File: config.mk
export PLATFORM = sky130hd
export DESIGN_NAME = frt_timer
export DESIGN_NICKNAME = d
export VERILOG_FILES = /design/src/frt_pkg.sv /design/src/frt_timer.sv
export VERILOG_INCLUDE_DIRS = /design/src
export SDC_FILE = /design/constraint.sdc
export NUM_CORES = 1
export LEC_CHECK = 0
export CAP_MARGIN = 15
export CELL_PAD_IN_SITES_DETAIL_PLACEMENT = 0
export CELL_PAD_IN_SITES_GLOBAL_PLACEMENT = 1
export CORE_ASPECT_RATIO = 0.8
export CORE_MARGIN = 5
export CORE_UTILIZATION = 30
export DETAILED_ROUTE_END_ITERATION = 8
export DONT_BUFFER_PORTS = 1
export GPL_ROUTABILITY_DRIVEN = 0
export PLACE_DENSITY = 0.62
export RECOVER_POWER = 25
export SETUP_SLACK_MARGIN = 0.4
export SYNTH_ARGS = -nofsm -noshare
export SYNTH_HDL_FRONTEND = slang
export SYNTH_SLANG_ARGS = --single-unit
File: constraint.sdc
create_clock -name core_clk -period 3.7 [get_ports core_clk]
set_clock_uncertainty 0.2 [all_clocks]
set_input_delay 0.185 -clock core_clk [delete_from_list [all_inputs] [get_ports core_clk]]
set_output_delay 0.185 -clock core_clk [all_outputs]
set_load 0.02 [all_outputs]
File: src/frt_regs.svh
`ifndef FRT_REGS_SVH
`define FRT_REGS_SVH

// register indices; the apb byte address is four times the index
`define FRT_IDX_FR_LO 6'h20
`define FRT_IDX_FR_HI 6'h21
`define FRT_IDX_PIT_LO 6'h26
`define FRT_IDX_PIT_HI 6'h27
`define FRT_IDX_RL_LO 6'h28
`define FRT_IDX_RL_HI 6'h29
`define FRT_IDX_CTRL 6'h2a
`define FRT_IDX_STAT 6'h2b
`define FRT_IDX_MASK 6'h2c

// field positions
`define FRT_ST_TICK 0
`define FRT_ST_WRAP 1
`define FRT_ST_PIT 2
`define FRT_CTRL_FAST 0

// reset values
`define FRT_RST_COUNT 16'h0000
`define FRT_RST_PIT 12'h000
`define FRT_RST_BYTE 8'h00
`define FRT_RST_FLAGS 3'h0

// timing
`define FRT_TICK_US 1024
`define FRT_TB_SLOW_MHZ 4
`define FRT_TB_FAST_MHZ 6
`define FRT_COUNT_MAX 16'hffff

// wrap request routing toward the interrupt controller
`define FRT_WRAP_PRIO 5'h11
`define FRT_WRAP_VECTOR 16'h0044

`endif

File: src/frt_pkg.sv
package frt_pkg;

  typedef struct packed {
    logic tick;
    logic wrap;
    logic interval;
  } frt_events_t;

  typedef struct packed {
    logic tb_meta;
    logic tb_sync;
    logic tb_prev;
    logic [15:0] count;
    logic [7:0] fr_hold;
    logic [7:0] wr_low;
    logic [11:0] pit;
    logic [3:0] pit_hold;
    logic [11:0] reload;
    logic rate_fast;
    logic [12:0] tick_cnt;
    logic [2:0] status;
    logic [2:0] mask;
    logic [31:0] prdata;
    logic slverr;
    logic [15:0] snap;
    logic tick_p;
    logic wrap_p;
    logic pit_p;
  } frt_state_t;

endpackage : frt_pkg

File: src/frt_timer.sv
`timescale 1ns/1ps
`include "frt_regs.svh"

// Operation
// - 16-bit up counter advancing per timebase edge
// - low byte read captures high byte
// - tick request every 1024 us
// - wrap request on counter overflow
// - read sampled at low, write at high
// - read-only 12-bit interval count, nibble held
// - interval high: held nibble, upper zero
// - 12-bit reload, low byte then nibble
// - wrap request uses priority 17, vector 0044h
// - counters and reload reset to zero
// - timebase crossed safely into core clock
module frt_timer #(
  parameter int TICK_EDGES_SLOW = `FRT_TICK_US * `FRT_TB_SLOW_MHZ,
  parameter int TICK_EDGES_FAST = `FRT_TICK_US * `FRT_TB_FAST_MHZ
) (
  input wire logic core_clk,
  input wire logic reset,
  input wire logic tb_clk_in,
  input wire logic psel,
  input wire logic penable,
  input wire logic pwrite,
  input wire logic [7:0] paddr,
  input wire logic [31:0] pwdata,
  output logic [31:0] prdata,
  output logic pready,
  output logic pslverr,
  output frt_pkg::frt_events_t events,
  output logic [4:0] wrap_priority,
  output logic [15:0] wrap_vector,
  output logic irq
);

  localparam logic [12:0] LIM_SLOW = 13'(TICK_EDGES_SLOW - 1);
  localparam logic [12:0] LIM_FAST = 13'(TICK_EDGES_FAST - 1);

  frt_pkg::frt_state_t q;
  frt_pkg::frt_state_t d;

  logic tb_rise;
  logic setup;
  logic acc;
  logic acc_rd;
  logic acc_wr;
  logic [12:0] tick_lim;
  logic [2:0] clr;
  logic [2:0] set;

  function automatic logic frt_hit(input logic [7:0] addr, input logic [5:0] idx);
    frt_hit = (addr == {idx, 2'b00});
  endfunction : frt_hit

  function automatic logic frt_mapped(input logic [7:0] addr);
    frt_mapped = frt_hit(addr, `FRT_IDX_FR_LO) | frt_hit(addr, `FRT_IDX_FR_HI) |
                 frt_hit(addr, `FRT_IDX_PIT_LO) | frt_hit(addr, `FRT_IDX_PIT_HI) |
                 frt_hit(addr, `FRT_IDX_RL_LO) | frt_hit(addr, `FRT_IDX_RL_HI) |
                 frt_hit(addr, `FRT_IDX_CTRL) | frt_hit(addr, `FRT_IDX_STAT) |
                 frt_hit(addr, `FRT_IDX_MASK);
  endfunction : frt_mapped

  // only the synchronised copy is edge-detected, never the first stage
  assign tb_rise = q.tb_sync & ~q.tb_prev;
  assign setup = psel & ~penable;
  assign acc = psel & penable;
  assign acc_rd = acc & ~pwrite;
  assign acc_wr = acc & pwrite;
  assign tick_lim = q.rate_fast ? LIM_FAST : LIM_SLOW;

  always_comb begin
    d = q;
    clr = `FRT_RST_FLAGS;
    set = `FRT_RST_FLAGS;
    d.tb_meta = tb_clk_in;
    d.tb_sync = q.tb_meta;
    d.tb_prev = q.tb_sync;
    d.tick_p = 1'b0;
    d.wrap_p = 1'b0;
    d.pit_p = 1'b0;

    if (tb_rise) begin
      d.count = q.count + 16'h0001;
      if (q.count == `FRT_COUNT_MAX) begin
        d.wrap_p = 1'b1;
      end
      // tick counter kept apart from the main count so it works at either rate
      if (q.tick_cnt >= tick_lim) begin
        d.tick_cnt = 13'h0000;
        d.tick_p = 1'b1;
      end else begin
        d.tick_cnt = q.tick_cnt + 13'h0001;
      end
      // zero reload parks the interval timer instead of firing every edge
      if (q.pit == `FRT_RST_PIT) begin
        if (q.reload != `FRT_RST_PIT) begin
          d.pit = q.reload;
          d.pit_p = 1'b1;
        end
      end else begin
        d.pit = q.pit - 12'h001;
      end
    end

    // read data and the value to hold are taken together in the setup cycle
    if (setup) begin
      d.slverr = ~frt_mapped(paddr);
      d.prdata = 32'h0000_0000;
      d.snap = q.count;
      if (frt_hit(paddr, `FRT_IDX_FR_LO)) begin
        d.prdata[7:0] = q.count[7:0];
      end
      if (frt_hit(paddr, `FRT_IDX_FR_HI)) begin
        d.prdata[7:0] = q.fr_hold;
      end
      if (frt_hit(paddr, `FRT_IDX_PIT_LO)) begin
        d.prdata[7:0] = q.pit[7:0];
        d.snap = {4'h0, q.pit};
      end
      if (frt_hit(paddr, `FRT_IDX_PIT_HI)) begin
        d.prdata[3:0] = q.pit_hold;
      end
      if (frt_hit(paddr, `FRT_IDX_RL_LO)) begin
        d.prdata[7:0] = q.reload[7:0];
      end
      if (frt_hit(paddr, `FRT_IDX_RL_HI)) begin
        d.prdata[3:0] = q.reload[11:8];
      end
      if (frt_hit(paddr, `FRT_IDX_CTRL)) begin
        d.prdata[`FRT_CTRL_FAST] = q.rate_fast;
      end
      if (frt_hit(paddr, `FRT_IDX_STAT)) begin
        d.prdata[2:0] = q.status;
      end
      if (frt_hit(paddr, `FRT_IDX_MASK)) begin
        d.prdata[2:0] = q.mask;
      end
    end

    // side effects of reads land only at the completing edge
    if (acc_rd && frt_hit(paddr, `FRT_IDX_FR_LO)) begin
      d.fr_hold = q.snap[15:8];
    end
    if (acc_rd && frt_hit(paddr, `FRT_IDX_PIT_LO)) begin
      d.pit_hold = q.snap[11:8];
    end

    if (acc_wr) begin
      if (frt_hit(paddr, `FRT_IDX_FR_LO)) begin
        d.wr_low = pwdata[7:0];
      end
      // a high-byte write beats a coincident timebase increment
      if (frt_hit(paddr, `FRT_IDX_FR_HI)) begin
        d.count = {pwdata[7:0], q.wr_low};
      end
      if (frt_hit(paddr, `FRT_IDX_RL_LO)) begin
        d.reload[7:0] = pwdata[7:0];
      end
      if (frt_hit(paddr, `FRT_IDX_RL_HI)) begin
        d.reload[11:8] = pwdata[3:0];
      end
      if (frt_hit(paddr, `FRT_IDX_CTRL)) begin
        d.rate_fast = pwdata[`FRT_CTRL_FAST];
      end
      if (frt_hit(paddr, `FRT_IDX_STAT)) begin
        clr = pwdata[2:0];
      end
      if (frt_hit(paddr, `FRT_IDX_MASK)) begin
        d.mask = pwdata[2:0];
      end
    end

    set[`FRT_ST_TICK] = d.tick_p;
    set[`FRT_ST_WRAP] = d.wrap_p;
    set[`FRT_ST_PIT] = d.pit_p;
    // set wins over a write-one clear in the same cycle
    d.status = (q.status & ~clr) | set;
  end

  always_ff @(posedge core_clk) begin
    if (reset) begin
      q <= '0;
    end else begin
      q <= d;
    end
  end

  // zero-wait slave: data was registered during setup
  assign pready = acc;
  assign pslverr = acc & q.slverr;
  assign prdata = q.prdata;
  // one driver for the whole struct, field order tick, wrap, interval
  assign events = {q.tick_p, q.wrap_p, q.pit_p};
  assign wrap_priority = `FRT_WRAP_PRIO;
  assign wrap_vector = `FRT_WRAP_VECTOR;
  assign irq = |(q.status & q.mask);

  logic fr_hi_wr;
  assign fr_hi_wr = acc_wr & frt_hit(paddr, `FRT_IDX_FR_HI);
  logic tick_due;
  assign tick_due = tb_rise & (q.tick_cnt >= tick_lim);
endmodule : frt_timer

Word-level counts from Yosys, hierarchy flattened
Index checks and enable logic that the tools add are counted.
{ "word_totals": {"ff_bits": 111, "inputBits": 46, "output_inout_bits": 59, "wordCells": 92} }
{ "op_classes": {"add_sub_neg": 3, "n_lt_le_gt_ge": 1, "n_eq_ne": 11, "mux": 24, "bitwise_logic": 22, "n_reduce_logical": 11} }
{ "ops": {"columns": ["op", "count"], "rows": [
  ["$eq 8x8->1 const B", 9],
  ["$mux 16", 4],
  ["$mux 8", 4],
  ["$mux 13", 2],
  ["$mux 12", 2],
  ["$add 16x1->16 const B", 1],
  ["$eq 16x16->1 const B", 1],
  ["$mux 3", 5],
  ["$add 13x1->13 const B", 1],
  ["$ge 13x13->1", 1],
  ["$logic_not 12->1", 1],
  ["$reduce_and 2->1", 6],
  ["$reduce_bool 12->1", 1],
  ["$sub 12x1->12 const B", 1],
  ["$mux 4", 2],
  ["$or 1x1->1", 8],
  ["$and 1x1->1", 6],
  ["$and 3x3->3", 2],
  ["$mux 1", 5],
  ["$not 1->1", 4],
  ["$not 3->3", 1],
  ["$or 3x3->3", 1],
  ["$reduce_or 3->1", 1],
  ["$logic_and 1x1->1", 2],
  ["$ne 2x1->1 const B", 1]
]} }

Depth between registers and ports, before layout
{ "logic_depth": {"word_depth": 10, "ltp_mapped": 7, "mapped_depth_nobuf": 7} }

Worst setup path before layout
OpenSTA, ideal clock, no wires.
{ "synth_path": {"path_type": "register to register", "start": "register q[88] (netlist bit)", "end": "register q[92] (netlist bit)", "setup_ns": 0.125, "arrival_time_ns": 1.869, "required_time_ns": 3.375, "setup_slack_ns": 1.506, "path_stages_with_launch": 8, "path_buffers": 0, "synth_period_minus_slack_ns": 2.194, "cell_sequence": "dfxtp_1 inv_1 ha_1 nor4b_2 nand2_1 nor2_1 mux2_2 o2bb2ai_1"} }
{ "synth_between": {"elab_chain_cells": 3, "word_cells_on_any_way": 5, "classes_between": "add/sub (1); eq/ne (1); mux (1); reduce/logical (2)"} }
{ "synth_rtl": {"columns": ["element", "line_no", "text"], "rows": [
  ["from (decl)", "frt_timer.sv:40", "frt_pkg::frt_state_t q;"],
  ["from (signal assigned)", "frt_timer.sv:183", "q <= '0;"],
  ["from (signal assigned)", "frt_timer.sv:185", "q <= d;"],
  ["parallel branches: the longest is 3 deep, another holds $sub 12x1->12", null, null]
]} }
Parallel ways; which one is timed is not known.
A chain may end at the register's enable or synchronous reset.

Worst setup path after layout
{ "layout_path": {"start": "register q[88] (netlist bit)", "end": "register q[94] (netlist bit)"} }
The elaborated chain is that of the path after synthesis.

==> results by group <==
Run status
  – Status: completed

Placement
  – I/O Buffers: 0
  – Hpwl dp: around 11,000 µm

STA
  – TNS Setup: 0 ns
  – Slew Limit Headroom: 22.8%
  – Tcrit/Tclk final: 72.5%
  – Final hold slack: 0.0189 ns
  – Max Slew Vio Count: 0
  – Worst Max-Slew Pin Slew: roughly 1.2 ns
  – RSZ-0062 raised after global routing: false
  – Minimum clock period: ~2.7 ns
  – Setup violators final: 0
  – Max Fclk: approximately 370 MHz
  – Final Hold Viols: 0

Clock tree
  – Clock buffer depth: 2
  – Number of clock sinks: around 100
  – Number of H-tree levels: 3
  – CTS tree: done
  – Root buf cell: clkbuf_16
  – Setup bufs post-CTS: 0
  – Inserted Clock Buffers: 9
  – Worst skew pair latency: 0.35 ns
  – Worst-path clk slew: about 0.070 ns
  – Cells resized by post-CTS repair: 0

Logic synthesis
  – Synth cell types: 64
  – Ys flop type: dfxtp_1
  – Fraction of registers with async set/reset: 0%
  – Sequential share of the synthesized area: between 30% and 40%
  – Post-synth EDFFs: 0
  – Synthesis-stage register bit count: just over 100
  – Synthesized cell area: ~5500 µm²
  – Mapped Cells: ~660
  – Synth Area per Inst: 8.27 µm²
  – YS warnings: 0

Route
  – Via-per-instance ratio: ~5.2
  – Final ANT Viol Nets: 0
  – Vias: approximately 4,600
  – Iter 0 DRT Violations: 404
  – Residual DRC count: 0
  – DRT Pass-1 Iters: 6
  – DR WL/cell: 17.9 µm
  – WL final: about 16,000 µm

Cells and area
  – Layout cells sized above 1: 4.78%
  – Most common cell after layout, fill and taps aside: dfxtp_1
  – ANT cells: 0
  – Fill cells: slightly below 2,000
  – Area grow syn2layout: 7.00%
  – Sequential cell area: between 2000 and 2500 µm²
  – Area of the multi-input gates: 2970 µm²
  – Most frequent cells in the layout: 103 x dfxtp_1, 98 x nor2_1, 59 x nand2_1
  – Nets: 696

Die
  – Row count: between 40 and 50
  – Chip height: ~130 µm
  – Die Wd: 161 µm
  – Ports: 105
  – Core box area: between 15,000 and 20,000 µm²
  – Initial core utilization: between 30% and 40%
  – Die area: between 20,000 and 25,000 µm²

GRT
  – First-pass GRT wire length: 24,200 µm
  – Antenna violations before repair: 1
  – Vias in the first global route: ~4,300
  – Total Routing Usage GR: ~15%
  – Global route overflow: 0
  – Largest net degree at the start of global routing: 91

Power and ir drop
  – PwrDens: 421 nW/µm²
  – VDD IR max: between 150 and 200 µV
  – Leakage: between 0.002 and 0.0025 µW
  – Overall power: 2470 µW

Worst setup path
  – CP endpoint kind: register
  – Req. time, crit path: around 3.7 ns
  – CP cell instances: inv_1 -> ha_1 -> nor4b_2 -> nand3_1 -> o21ai_1 -> or2_2 -> a21oi_1
  – Crit Path Class: reg -> reg
  – Crit-path max FO: 8
  – Setup crit start kind: register
  – Worst stage delay on the critical path: ~0.55 ns
  – Slowest stage cell, crit path: nor4b_2
  – Worst EP arrival: around 2.7 ns

Worst hold path
  – Min-Delay Path Class: in -> reg

Flow run
  – Max_cap viols: 0
[Yosys cell counts, types with 3 or more instances]
library cell  instances  area (µm²)
a211oi_1             15         113
a21oi_1              23         115
a2bb2oi_1             3        26.3
a311oi_1              9        78.8
a31oi_1               4        25.0
and3_1                6        37.5
buf_1                 3        11.3
buf_4                56         420
clkbuf_1             29         109
dfxtp_1             103        2060
ha_1                  6        75.1
inv_1                14        52.6
mux2_2                4        45.0
mux2i_1              44         440
nand2_1              59         221
nand2b_1              4        25.0
nand3_1              20         100
nand4_1              12        75.1
nand4b_1              3        26.3
nor2_1               98         368
nor2b_1               8        50.1
nor3_1               12        60.1
nor4_1               10        62.6
o21ai_0              24         120
o22ai_1               3        18.8
o31ai_1               5        37.5
o41ai_1               6        52.6
or2_2                 3        18.8
or3_1                 9        56.3
or4_1                 3        22.5
xnor2_1              13         114
xor2_1                9        78.8
[final cells by class]
class | count | area share [%]
Sequential cell | 103 | 35.1
Tap cell | 230 | 4.90
Timing Repair Buffer | 17 | 2.96
Inverter | 14 | 0.895
Multi-Input combinational cell | 499 | 50.5
Clock buffer | 11 | 4.30
Clock inverter | 4 | 1.30
[worst paths after layout]
path | startpoint | end | slack, ns | cells past startpoint
setup reg to reg | q[88] | q[94] | 1.02 | 7
hold reg to reg | d[133] | d[132] | 0.24 | 1
hold / removal | reset | q[71] | 0.02 | 2
setup / recovery | q[88] | q[94] | 1.02 | 7
[cell families after synthesis]
family                     synth area share, %
AOI/OAI and AO/OA                         14.2
buffers and inverters                     11.3
other                                    0.137
xor gates and xnor gates                  3.51
muxes                                     8.84
and+or+nand+nor                           23.1
adders and majority gates                 1.37
DFF                                       37.6
[stage by stage]
step / util (%) / instance area [µm²] / setup slack (ns) / instances
6_report: 32.5 / 5870 / 1.02 / 878
3_3_place_gp: 29.9 / 5400 / 1.07 / 850
2_1_floorplan: - / 5650 / 1.51 / 707
3_5_place_dp: 29.9 / 5400 / 1.08 / 850
5_1_grt: 32.5 / 5870 / 0.721 / 878
4_1_cts: 32.6 / 5880 / 1.05 / 878
[where the power goes]
group / total (µW) / leakage (µW) / internal, µW / switching (µW)
sequential: 1140 / 0.000831 / 1120 / 19.5
combinational: 276 / 0.00134 / 89.1 / 187
clock: 1060 / 0.000158 / 629 / 426
total: 2470 / 0.00233 / 1840 / 632
[worst max-delay path: cells and delay by family (launching register included)]
family                   cells  cell delay, ns
AND/OR/NAND/NOR              3            1.08
adder cells (fa/ha/maj)      1            0.22
AO/OA/AOI/OAI                2            0.59
flip-flops                   1            0.37
buffers and inverters        1            0.10
[registers in the layout (all words and copies together) (netlist names)]
register / flops
events: 3
prdata: 8
q: 90
d: 2
[repair_timing]
item,CTS,global route
endpoints found under the hold margin,90,0
hold buffers,13,0
setup endpoints to repair,0,0
[metal layers]
metal / vias up / part of all wire (%) / track usage [%]
met5: - / 0.083 / 0
met4: 2 / 1.5 / 4.06
met3: 20 / 6.8 / 4.05
met2: 144 / 43 / 22.6
met1: 2213 / 49 / 20.8
li1: 2211 / - / -
No activity file was read; power rests on OpenSTA's default activity.
